--- config.mk ---
export PLATFORM = sky130hd
export DESIGN_NAME = smac_top
export DESIGN_NICKNAME = d
export VERILOG_FILES = /design/src/design/smac_pkg.sv /design/src/design/smac_top.sv /design/src/design/smac_addr_map.sv
export SDC_FILE = /design/constraint.sdc
export NUM_CORES = 1
export LEC_CHECK = 0
export ABC_AREA = 1
export BUFFER_PORTS_ARGS = -buffer_cell sky130_fd_sc_hd__clkbuf_2
export CAP_MARGIN = 20
export CORE_AREA = 2 2 195 197
export DETAILED_ROUTE_END_ITERATION = 7
export DIE_AREA = 0 0 197 199
export SLEW_MARGIN = 20
export SYNTH_ARGS = -nofsm -noshare
export SYNTH_HDL_FRONTEND = slang
export SYNTH_SLANG_ARGS = --single-unit
export TNS_END_PERCENT = 5
--- constraint.sdc ---
create_clock -name pclk -period 1.4 [get_ports pclk]
set_clock_uncertainty 0.05 [all_clocks]
set_input_delay 0.28 -clock pclk [delete_from_list [all_inputs] [get_ports pclk]]
set_output_delay 0.28 -clock pclk [all_outputs]
set_load 0.005 [all_outputs]
--- src/design/smac_pkg.sv ---
// Shared constants and types of the SDRAM address map and control block
package smac_pkg;

  // ==========================================================
  // Register map
  localparam int SMAC_APB_AW = 12;
  localparam logic [11:0] SMAC_CTRL_OFS = 12'h000;
  localparam logic [11:0] SMAC_ORG_OFS = 12'h004;

  // ==========================================================
  // Control register fields (field n of the map sits at vector index 31-n)
  localparam int SMAC_EN_BIT = 31;
  localparam int SMAC_DIAG_BIT = 30;
  localparam int SMAC_INIT_BIT = 29;
  localparam int SMAC_ECC_HI = 28;
  localparam int SMAC_ECC_LO = 27;
  localparam int SMAC_TRC_HI = 26;
  localparam int SMAC_TRC_LO = 24;
  localparam int SMAC_MASK_BIT = 20;
  localparam logic [31:0] SMAC_CTRL_RESET = 32'h03A0_6000;
  localparam logic [31:0] SMAC_CTRL_WMASK = 32'hDFFF_FE03;
  localparam logic [3:0] SMAC_ORG_RESET = 4'h0;

  localparam logic [1:0] SMAC_ECC_NORMAL = 2'h0;
  localparam logic [1:0] SMAC_ECC_LANE = 2'h1;
  localparam logic [1:0] SMAC_ECC_NOCHECK = 2'h2;

  // ==========================================================
  // Timing
  localparam logic [3:0] SMAC_TRC_BASE = 4'h5;
  localparam logic [2:0] SMAC_CAS_LATENCY = 3'h2;
  localparam logic [2:0] SMAC_BURST_CODE = 3'h1;
  localparam logic [12:0] SMAC_MODE_WORD = {6'h00, SMAC_CAS_LATENCY, 1'b0, SMAC_BURST_CODE};

  // ==========================================================
  // Organisations, rows/columns/banks
  localparam logic [3:0] SMAC_O13_11_2 = 4'h0;
  localparam logic [3:0] SMAC_O13_10_2 = 4'h1;
  localparam logic [3:0] SMAC_O13_9_2 = 4'h2;
  localparam logic [3:0] SMAC_O13_10_1 = 4'h3;
  localparam logic [3:0] SMAC_O13_9_1 = 4'h4;
  localparam logic [3:0] SMAC_O13_8_2 = 4'h5;
  localparam logic [3:0] SMAC_O13_8_1 = 4'h6;
  localparam logic [3:0] SMAC_O12_10_2 = 4'h7;
  localparam logic [3:0] SMAC_O12_9_2 = 4'h8;
  localparam logic [3:0] SMAC_O12_8_2 = 4'h9;
  localparam logic [3:0] SMAC_O12_9_1 = 4'hA;
  localparam logic [3:0] SMAC_O12_8_1 = 4'hB;
  localparam logic [3:0] SMAC_O11_10_1 = 4'hC;
  localparam logic [3:0] SMAC_O11_9_1 = 4'hD;
  localparam logic [3:0] SMAC_O11_8_2 = 4'hE;
  localparam logic [3:0] SMAC_O11_8_1 = 4'hF;

  typedef struct packed {
    logic [12:0] row;
    logic [11:0] col;
    logic [1:0] bank;
  } smac_map_t;

  typedef struct packed {
    logic [63:0] data;
    logic [7:0] ecc;
  } smac_word_t;

endpackage

--- src/design/smac_top.sv ---
// SDRAM address derivation, control register and lane routing, with APB access
// ==========================================================
// Notes on behaviour
// Row bits 0-10 from address 19..9
// Row 11 from bit 7; row 12 by organisation
// Column 7..0 from 20..27; column 8 by organisation
// Bank 0 from bit 8; bank 1, columns 9/11
// Line 10 never carries a column value
// Shared bus; column LSB driven per DIMM
// Enable bit gates all memory responses
// Diagnostic mode suppresses machine check, still logs
// Init status bit is read-only, shows completion
// ECC mode 00 generates and checks normally
// Mode 01 writes lane 0 into check byte
// Mode 01 reads return check byte, no checking
// Mode 10 disables checking, normal routing
// Refresh to activate gap is field plus five
// Software sets DRAM type field to 10
// Software sets data pacing bit to 1
// Mask mode: eight selects plus eight masks
// Software enables mask mode for risky parts
// Software keeps reserved bits at mandated values
// Address bit 28 picks even or odd DIMM
// Column latency 2, burst length 2
`timescale 1ns/100ps
`default_nettype none

module smac_top
  import smac_pkg::*;
#(
  parameter int DATA_W = 64
)
(
  input wire logic pclk,
  input wire logic presetn,
  input wire logic psel,
  input wire logic penable,
  input wire logic pwrite,
  input wire logic [31:0] paddr,
  input wire logic [31:0] pwdata,
  output logic [31:0] prdata,
  output logic pready,
  output logic pslverr,
  input wire logic req_valid,
  input wire logic req_col_phase,
  input wire logic req_in_extent,
  input wire logic [31:0] req_addr,
  output logic [12:1] memory_address_bus,
  output logic even_column_lsb_line,
  output logic odd_column_lsb_line,
  output logic [1:0] bank_select,
  output logic odd_dimm_sel,
  output logic mem_accept,
  input wire logic init_done,
  input wire logic multi_bit_err,
  output logic machine_check,
  output logic err_log,
  input wire smac_word_t wr_in,
  input wire logic [7:0] wr_gen_ecc,
  output smac_word_t wr_out,
  input wire smac_word_t rd_in,
  output logic [63:0] rd_data,
  output logic ecc_check_en,
  input wire logic refresh_cmd,
  output logic activate_ok,
  input wire logic [15:0] cs_req,
  input wire logic [7:0] dqm_req,
  output logic [15:0] dimm_chip_selects,
  output logic [12:0] sdram_mode_word
);

  if (DATA_W != 64) begin : g_bad_width
    $error("smac_top: only a 64-bit data path is supported");
  end

  // ==========================================================
  // Register file
  logic [31:0] ctrl;
  logic [3:0] org;
  logic apb_wr;
  logic ctrl_hit;
  logic org_hit;
  logic [1:0] ecc_mode;
  logic [3:0] trc_cycles;

  assign ctrl_hit = (paddr[SMAC_APB_AW-1:0] == SMAC_CTRL_OFS) && (paddr[31:SMAC_APB_AW] == '0);
  assign org_hit = (paddr[SMAC_APB_AW-1:0] == SMAC_ORG_OFS) && (paddr[31:SMAC_APB_AW] == '0);
  assign apb_wr = psel && penable && pready && pwrite;
  assign ecc_mode = ctrl[SMAC_ECC_HI:SMAC_ECC_LO];
  assign trc_cycles = {1'b0, ctrl[SMAC_TRC_HI:SMAC_TRC_LO]} + SMAC_TRC_BASE;

  // One wait-free access phase: pready rises in the cycle after setup
  always_ff @(posedge pclk or negedge presetn) begin
    if (!presetn) begin
      pready <= 1'b0;
      pslverr <= 1'b0;
      prdata <= '0;
    end else begin
      pready <= psel && !penable;
      pslverr <= psel && !penable && !ctrl_hit && !org_hit;
      if (psel && !penable && !pwrite) begin
        if (ctrl_hit) begin
          // Status bit is live hardware state, never the stored copy
          prdata <= (ctrl & ~(32'h1 << SMAC_INIT_BIT)) | ({31'h0, init_done} << SMAC_INIT_BIT);
        end else if (org_hit) begin
          prdata <= {28'h0, org};
        end else begin
          prdata <= '0;
        end
      end
    end
  end

  always_ff @(posedge pclk or negedge presetn) begin
    if (!presetn) begin
      ctrl <= SMAC_CTRL_RESET;
      org <= SMAC_ORG_RESET;
    end else if (apb_wr) begin
      if (ctrl_hit) begin
        // Read-only and reserved-zero positions are masked off
        ctrl <= pwdata & SMAC_CTRL_WMASK;
      end
      if (org_hit) begin
        org <= pwdata[3:0];
      end
    end
  end

  // ==========================================================
  // Address derivation
  smac_map_t map;
  logic [0:31] a_be;

  assign a_be = req_addr;

  smac_addr_map u_map (
    .sys_addr (req_addr),
    .org (org),
    .map (map)
  );

  always_ff @(posedge pclk or negedge presetn) begin
    if (!presetn) begin
      memory_address_bus <= '0;
      even_column_lsb_line <= 1'b0;
      odd_column_lsb_line <= 1'b0;
      bank_select <= '0;
      odd_dimm_sel <= 1'b0;
    end else if (req_valid) begin
      bank_select <= map.bank;
      odd_dimm_sel <= a_be[28];
      if (req_col_phase) begin
        // Line 10 is kept low: it is never a column address line
        memory_address_bus <= {1'b0, map.col[11], 1'b0, map.col[9:1]};
        // Odd DIMM gets the addressed column; the even DIMM wraps to its partner
        // word when the burst starts on the odd side, so the critical word leads
        odd_column_lsb_line <= map.col[0];
        even_column_lsb_line <= map.col[0] ^ a_be[28];
      end else begin
        memory_address_bus <= map.row[12:1];
        odd_column_lsb_line <= map.row[0];
        even_column_lsb_line <= map.row[0];
      end
    end
  end

  // ==========================================================
  // Response gating and error signalling
  always_ff @(posedge pclk or negedge presetn) begin
    if (!presetn) begin
      mem_accept <= 1'b0;
      machine_check <= 1'b0;
      err_log <= 1'b0;
    end else begin
      mem_accept <= ctrl[SMAC_EN_BIT] && req_valid && req_in_extent;
      machine_check <= multi_bit_err && !ctrl[SMAC_DIAG_BIT];
      err_log <= multi_bit_err;
    end
  end

  // ==========================================================
  // ECC lane routing (byte lane 0 is the most significant byte)
  always_ff @(posedge pclk or negedge presetn) begin
    if (!presetn) begin
      wr_out <= '0;
      rd_data <= '0;
      ecc_check_en <= 1'b0;
    end else begin
      if (ecc_mode == SMAC_ECC_LANE) begin
        wr_out.data <= {8'h00, wr_in.data[55:0]};
        wr_out.ecc <= wr_in.data[63:56];
        rd_data <= {rd_in.ecc, rd_in.data[55:0]};
      end else begin
        wr_out.data <= wr_in.data;
        wr_out.ecc <= wr_gen_ecc;
        rd_data <= rd_in.data;
      end
      // Reserved mode 11 is treated as checking off, the safe choice
      ecc_check_en <= (ecc_mode == SMAC_ECC_NORMAL);
    end
  end

  // ==========================================================
  // Refresh to activate spacing
  logic [3:0] trc_cnt;
  logic [3:0] next_trc_cnt;

  always_comb begin
    if (refresh_cmd) begin
      next_trc_cnt = trc_cycles - 4'h1;
    end else if (trc_cnt != 4'h0) begin
      next_trc_cnt = trc_cnt - 4'h1;
    end else begin
      next_trc_cnt = 4'h0;
    end
  end

  always_ff @(posedge pclk or negedge presetn) begin
    if (!presetn) begin
      trc_cnt <= 4'h0;
      activate_ok <= 1'b1;
    end else begin
      trc_cnt <= next_trc_cnt;
      activate_ok <= (next_trc_cnt == 4'h0);
    end
  end

  // ==========================================================
  // Chip selects, data mask and fixed mode word
  always_ff @(posedge pclk or negedge presetn) begin
    if (!presetn) begin
      dimm_chip_selects <= '0;
      sdram_mode_word <= '0;
    end else begin
      sdram_mode_word <= SMAC_MODE_WORD;
      if (ctrl[SMAC_MASK_BIT]) begin
        dimm_chip_selects <= {dqm_req, cs_req[7:0]};
      end else begin
        dimm_chip_selects <= cs_req;
      end
    end
  end

  // ==========================================================
  // Checks
  logic [4:0] gap_cnt;
  logic [3:0] gap_need;

  // The gap owed is fixed by the setting in force when the refresh went out,
  // so a later rewrite of the field cannot make a finished gap look short
  always_ff @(posedge pclk or negedge presetn) begin
    if (!presetn) begin
      gap_need <= SMAC_TRC_BASE;
    end else if (refresh_cmd) begin
      gap_need <= trc_cycles;
    end
  end

  always_ff @(posedge pclk or negedge presetn) begin
    if (!presetn) begin
      gap_cnt <= 5'h1F;
    end else if (refresh_cmd) begin
      gap_cnt <= 5'h1;
    end else if (gap_cnt != 5'h1F) begin
      gap_cnt <= gap_cnt + 5'h1;
    end
  end

  a_row_low_bits: assert property (@(posedge pclk) disable iff (!presetn)
    req_valid && !req_col_phase |=> memory_address_bus[10:1] ==
      {$past(req_addr[22]), $past(req_addr[21]), $past(req_addr[20]), $past(req_addr[19]),
       $past(req_addr[18]), $past(req_addr[17]), $past(req_addr[16]), $past(req_addr[15]),
       $past(req_addr[14]), $past(req_addr[13])})
    else $error("row address bits not taken from system address");

  a_row_eleven: assert property (@(posedge pclk) disable iff (!presetn)
    req_valid && !req_col_phase && org <= SMAC_O12_8_1 |=> memory_address_bus[11] == $past(req_addr[24]))
    else $error("row bit 11 not from address bit 7");

  a_col_line10: assert property (@(posedge pclk) disable iff (!presetn)
    req_valid && req_col_phase |=> !memory_address_bus[10])
    else $error("line 10 driven during column phase");

  a_col_lsb_pair: assert property (@(posedge pclk) disable iff (!presetn)
    req_valid && req_col_phase |=> (even_column_lsb_line ^ odd_column_lsb_line) == $past(req_addr[3])
      && odd_column_lsb_line == $past(req_addr[4]))
    else $error("per-DIMM column LSB lines wrong");

  a_bank_dimm: assert property (@(posedge pclk) disable iff (!presetn)
    req_valid |=> bank_select[0] == $past(req_addr[23]) && odd_dimm_sel == $past(req_addr[3]))
    else $error("bank 0 or DIMM select not from address");

  a_enable_gate: assert property (@(posedge pclk) disable iff (!presetn)
    !ctrl[SMAC_EN_BIT] && !$past(ctrl[SMAC_EN_BIT]) |-> ##1 !mem_accept)
    else $error("memory answered while disabled");

  a_diag_mcheck: assert property (@(posedge pclk) disable iff (!presetn)
    multi_bit_err |=> err_log && (machine_check != $past(ctrl[SMAC_DIAG_BIT])))
    else $error("multi-bit error handling does not follow diagnostic mode");

  a_ecc_lane_wr: assert property (@(posedge pclk) disable iff (!presetn)
    ecc_mode == SMAC_ECC_LANE |=> wr_out.data[63:56] == 8'h00 && wr_out.ecc == $past(wr_in.data[63:56]))
    else $error("lane 0 not routed into check byte");

  a_ecc_lane_rd: assert property (@(posedge pclk) disable iff (!presetn)
    ecc_mode == SMAC_ECC_LANE |=> rd_data[63:56] == $past(rd_in.ecc) && !ecc_check_en)
    else $error("check byte not returned in lane 0");

  a_ecc_check: assert property (@(posedge pclk) disable iff (!presetn)
    $past(presetn) |-> ecc_check_en == ($past(ecc_mode) == SMAC_ECC_NORMAL))
    else $error("checking enable disagrees with ECC mode");

  a_refresh_gap: assert property (@(posedge pclk) disable iff (!presetn)
    activate_ok && !refresh_cmd && gap_cnt != 5'h1F |-> gap_cnt >= {1'b0, gap_need})
    else $error("activate allowed too early after refresh");

  a_mask_mode: assert property (@(posedge pclk) disable iff (!presetn)
    ctrl[SMAC_MASK_BIT] |=> dimm_chip_selects[15:8] == $past(dqm_req))
    else $error("mask pins not driven in mask mode");

  a_select_plain: assert property (@(posedge pclk) disable iff (!presetn)
    !ctrl[SMAC_MASK_BIT] |=> dimm_chip_selects == $past(cs_req))
    else $error("chip selects not passed through without mask mode");

  a_init_readback: assert property (@(posedge pclk) disable iff (!presetn)
    psel && !penable && !pwrite && ctrl_hit |=> prdata[SMAC_INIT_BIT] == $past(init_done))
    else $error("init status bit does not show live state");

  a_col_low_bits: assert property (@(posedge pclk) disable iff (!presetn)
    req_valid && req_col_phase |=> memory_address_bus[7:1] == $past(req_addr[11:5]))
    else $error("column bits 7..1 not taken from system address");

  a_refresh_hold: assert property (@(posedge pclk) disable iff (!presetn)
    refresh_cmd |=> !activate_ok)
    else $error("activate allowed right after refresh");

  a_enable_accept: assert property (@(posedge pclk) disable iff (!presetn)
    ctrl[SMAC_EN_BIT] && req_valid && req_in_extent |=> mem_accept)
    else $error("enabled memory did not answer");

  a_ecc_nocheck: assert property (@(posedge pclk) disable iff (!presetn)
    ecc_mode == SMAC_ECC_NOCHECK |=> wr_out.data == $past(wr_in.data) && wr_out.ecc == $past(wr_gen_ecc))
    else $error("no-check mode altered write routing");

endmodule

`default_nettype wire

--- src/design/smac_addr_map.sv ---
// Split of a system address into SDRAM row, column and bank values
`timescale 1ns/100ps
`default_nettype none

module smac_addr_map
  import smac_pkg::*;
(
  input wire logic [0:31] sys_addr,
  input wire logic [3:0] org,
  output smac_map_t map
);

  always_comb begin
    map = '0;
    // Row bits 0..10 come from address 19 down to 9 for every part
    for (int i = 0; i <= 10; i++) begin
      map.row[i] = sys_addr[19 - i];
    end
    // Column bits 7..0 come from address 20..27
    for (int i = 0; i <= 7; i++) begin
      map.col[i] = sys_addr[27 - i];
    end
    map.bank[0] = sys_addr[8];
    case (org)
      SMAC_O13_11_2: begin
        map.row[12:11] = {sys_addr[4], sys_addr[7]};
        map.col[11] = sys_addr[2];
        map.col[9:8] = {sys_addr[3], sys_addr[6]};
        map.bank[1] = sys_addr[5];
      end
      SMAC_O13_10_2: begin
        map.row[12:11] = {sys_addr[4], sys_addr[7]};
        map.col[9:8] = {sys_addr[3], sys_addr[6]};
        map.bank[1] = sys_addr[5];
      end
      SMAC_O13_9_2: begin
        map.row[12:11] = {sys_addr[4], sys_addr[7]};
        map.col[8] = sys_addr[6];
        map.bank[1] = sys_addr[5];
      end
      SMAC_O13_10_1: begin
        map.row[12:11] = {sys_addr[4], sys_addr[7]};
        map.col[9:8] = {sys_addr[5], sys_addr[6]};
      end
      SMAC_O13_9_1: begin
        map.row[12:11] = {sys_addr[5], sys_addr[7]};
        map.col[8] = sys_addr[6];
      end
      SMAC_O13_8_2: begin
        map.row[12:11] = {sys_addr[6], sys_addr[7]};
        map.bank[1] = sys_addr[5];
      end
      SMAC_O13_8_1: begin
        map.row[12:11] = {sys_addr[6], sys_addr[7]};
      end
      SMAC_O12_10_2: begin
        map.row[11] = sys_addr[7];
        map.col[9:8] = {sys_addr[4], sys_addr[6]};
        map.bank[1] = sys_addr[5];
      end
      SMAC_O12_9_2: begin
        map.row[11] = sys_addr[7];
        map.col[8] = sys_addr[6];
        map.bank[1] = sys_addr[5];
      end
      SMAC_O12_8_2: begin
        map.row[11] = sys_addr[7];
        map.bank[1] = sys_addr[6];
      end
      SMAC_O12_9_1: begin
        map.row[11] = sys_addr[7];
        map.col[8] = sys_addr[6];
      end
      SMAC_O12_8_1: begin
        map.row[11] = sys_addr[7];
      end
      SMAC_O11_10_1: begin
        map.col[9:8] = {sys_addr[6], sys_addr[7]};
      end
      SMAC_O11_9_1: begin
        map.col[8] = sys_addr[7];
      end
      SMAC_O11_8_2: begin
        map.bank[1] = sys_addr[7];
      end
      default: begin
        map.bank[1] = 1'b0;
      end
    endcase
  end

endmodule

`default_nettype wire

==> flow_summary.json <==
{
  "failed_checks": "setup timing",
  "power.total_uw": 16700,
  "crit_end": "activate_ok",
  "seq_area_frac_synth": 0.740,
  "syn_to_final_growth_pct": 80.3,
  "required_ns": 1.07,
  "max_freq_ghz": 0.673,
  "dr.max_layer_used": "met4",
  "clock_latency_ns": 0.54,
  "ys_top_cells_by_area": "dfrtp_1 (72%), nand2_1 (7.8%), inv_1 (2.5%)",
  "ys_warn_count": 0,
  "reg2reg_to": "memory_address_bus[5]$_DFFE_PN0P_",
  "power_density_nw_per_um2": 1160,
  "wl_per_cell_um": 15.7,
  "clkSinkCount": 236,
  "routed_via_density": 3.97,
  "final_hold_viol_count": 0,
  "antenna_found_initial": 1,
  "rsz0062_at_grt": "yes",
  "synth_cell_types": 34,
  "grt_start_max_net_pins": 57,
  "dp_hpwl_um": 21200,
  "yosys-top-cells-count": "dfrtp_1 (229), nand2_1 (167), inv_1 (54)",
  "reg2reg_slack_ns": 0.11,
  "report.final.slew_viol_count": 0,
  "dr_wl_met3_um": 2180,
  "worstHoldPathType": "in -> reg",
  "drt_pre_antenna_iters": 4,
  "criticalPathCategory": "reg -> out",
  "cellLeakagePower_uw": 0.00740,
  "path_clk_slew_ns": 0.06,
  "async_reset_ff_frac": 1.00,
  "timing.final.ws_setup_ns": -0.0854,
  "route.detailed.drc": 0,
  "min_from": "req_in_extent",
  "comb_power_share": 0.107,
  "dieHeight_um": 199,
  "p_seq_frac": 0.433,
  "p_sw_uw": 3680,
  "startpoint_type": "flop",
  "met1_length_um": 11600,
  "crit_arrival_ns": 1.16,
  "core_um2": 37100,
  "path_delay_family": "flip-flops",
  "cp_slowest_cell": "dfstp_2",
  "crit_buf_inv": 1,
  "max-vdd-ir-drop_v": 0.000832,
  "regToRegStartpoint": "memory_address_bus[5]$_DFFE_PN0P_",
  "setup_viol": 1,
  "synth_area_per_cell_um2": 11.7,
  "finalInstanceArea_um2": 14400,
  "worstRegToRegCells": 3,
  "ant_nets": 0,
  "io_pins": 504,
  "grt_pass1_vias": 7987,
  "power.internal_uw": 13000,
  "gr-total-overflow": 0,
  "yosysTopAreaCell": "dfrtp_1",
  "synth-xor-area-share": 0.00110,
  "synth_enable_flop_cells": 0,
  "fin_crit_ns": 1.49,
  "clk_path_buf_depth": 3,
  "startpoint": "activate_ok$_DFF_PN1_",
  "path_cells": "buf_6",
  "outcome": "complete, but fails checks",
  "start_util": 0.215,
  "grt_pass1_wl_um": 44300,
  "die-area_um2": 39200,
  "dr_wl_met2_um": 15200,
  "drt_iter0_drc": 231,
  "vias": 7583,
  "root_buffer": "clkbuf_16",
  "synth_top_area_frac": 0.717,
  "period_share": 1.06,
  "cts_tree": "done",
  "synth.area.mux_share": 0.0113,
  "nNetsFinal": 1700,
  "synth-compound-area-share": 0.0549,
  "gp_congestion": 0.817,
  "port_buffers": 468,
  "cap_viol_max_count": 0,
  "holdWs_ns": 0.0469,
  "slowest_delay_ns": 0.52,
  "syn_inst": 682,
  "worst-path-stages": 1,
  "p_clk_frac": 0.461,
  "pre_cts_slack_ns": -0.216,
  "h-tree-depth": 1,
  "grt_usage": 0.148,
  "synthAdderAreaFrac": 0,
  "synth_top_family_by_area": "simple AND/OR/NAND/NOR gates",
  "synth-simple-area-share": 0.135,
  "synth_most_common_cell": "dfrtp_1",
  "die_w_um": 197,
  "switching_share": 0.220,
  "dpl_cell_area_um2": 11200,
  "wirelength_um": 30100,
  "syn_area_um2": 8000,
  "synth-seq-cells": 236,
  "rows": 71,
  "end_kind": "output pin",
  "synth_ff_type": "dfrtp_1",
  "layout-drive-gt1-share": 0.407,
  "cts-buffers-inserted": 27,
  "crit_fanout": 1
}
==> flip-flops by register name, summed over array words and instances, names as in the netlist, 2 cells and up <==
| name | cells |
|---|---|
| bank_select | 2 |
| ctrl | 24 |
| dimm_chip_selects | 16 |
| memory_address_bus | 12 |
| org | 4 |
| prdata | 27 |
| rd_data | 64 |
| trc_cnt | 4 |
| wr_out | 72 |
==> metrics by stage <==
step                utilization  cells  TNS (ns)
floorplan                     -    697         0
global placement          0.301   1638     -5.60
detailed placement        0.301   1638     -5.93
CTS                       0.388   1910     -1.57
global route              0.388   1911     -1.67
finish                    0.388   1911   -0.0854
==> cells by family (layout without fill, tap and decap cells) <==
| kind of cell | Yosys count | count (layout) |
|---|---|---|
| compound gates | 79 | 79 |
| xor+xnor | 1 | 1 |
| buf+inv | 96 | 835 |
| flops | 236 | 236 |
| mux | 8 | 8 |
| other cells | 2 | 18 |
| simple gates | 260 | 260 |
==> cells in the final DEF (no fill, tap or decap), types with 22 or more instances in the layout <==
cell type,instances
clkbuf_2,461
dfrtp_1,227
dlygate4sd3_1,223
nand2_1,167
inv_1,54
o21ai_0,39
nor2_1,36
nand3_1,30
buf_4,30
clkbuf_16,27
o21ai_1,22
==> layer usage <==
layer | vias up | track usage
met5 | - | 0
met4 | 0 | 0.0496
li1 | 3602 | -
met2 | 343 | 0.269
met1 | 3587 | 0.169
met3 | 51 | 0.0368
==> power by group through the flow <==
stage	clock network, uW	logic (uW)	registers [uW]
floorplan	0	245	7370
global placement	0	1230	7340
detailed placement	0	1250	7350
CTS	8000	1780	7230
global route	8220	1960	7250
finish	7700	1780	7230
==> what timing repair did <==
| item | CTS | global route |
|---|---|---|
| hold buffers | 223 | 0 |
| endpoints found under the hold margin | 427 | 0 |
| buffers inserted | 1 | 0 |
| setup endpoints to repair | 69 | 106 |
| resized for setup | 3 | 13 |
==> layout make-up <==
cell class | instances | area [um2]
multi-input cells | 365 | 1700
well taps | 474 | 593
repair buffers | 731 | 5030
flip-flops and latches | 236 | 5920
diodes | 1 | 2.50
clock inverters | 10 | 200
fillers | 3558 | 22700
clock buffers | 38 | 767
inverters | 56 | 210
==> worst min path at each step <==
| stage | endpoint | slack, ns | cells past startpoint |
|---|---|---|---|
| 6_report | mem_accept$_DFF_PN0_ | 0.05 | 2 |
| 5_1_grt | mem_accept$_DFF_PN0_ | 0.03 | 2 |
| 4_1_cts | trc_cnt[3]$_DFF_PN0_ | 0.005 | 3 |
| 3_5_place_dp | rd_data[46]$_DFF_PN0_ | 0.08 | 1 |
| 3_3_place_gp | rd_data[46]$_DFF_PN0_ | 0.08 | 1 |
| 2_1_floorplan | bank_select[0]$_DFFE_PN0P_ | -0.07 | 0 |
(Power assumes the default switching activity.)
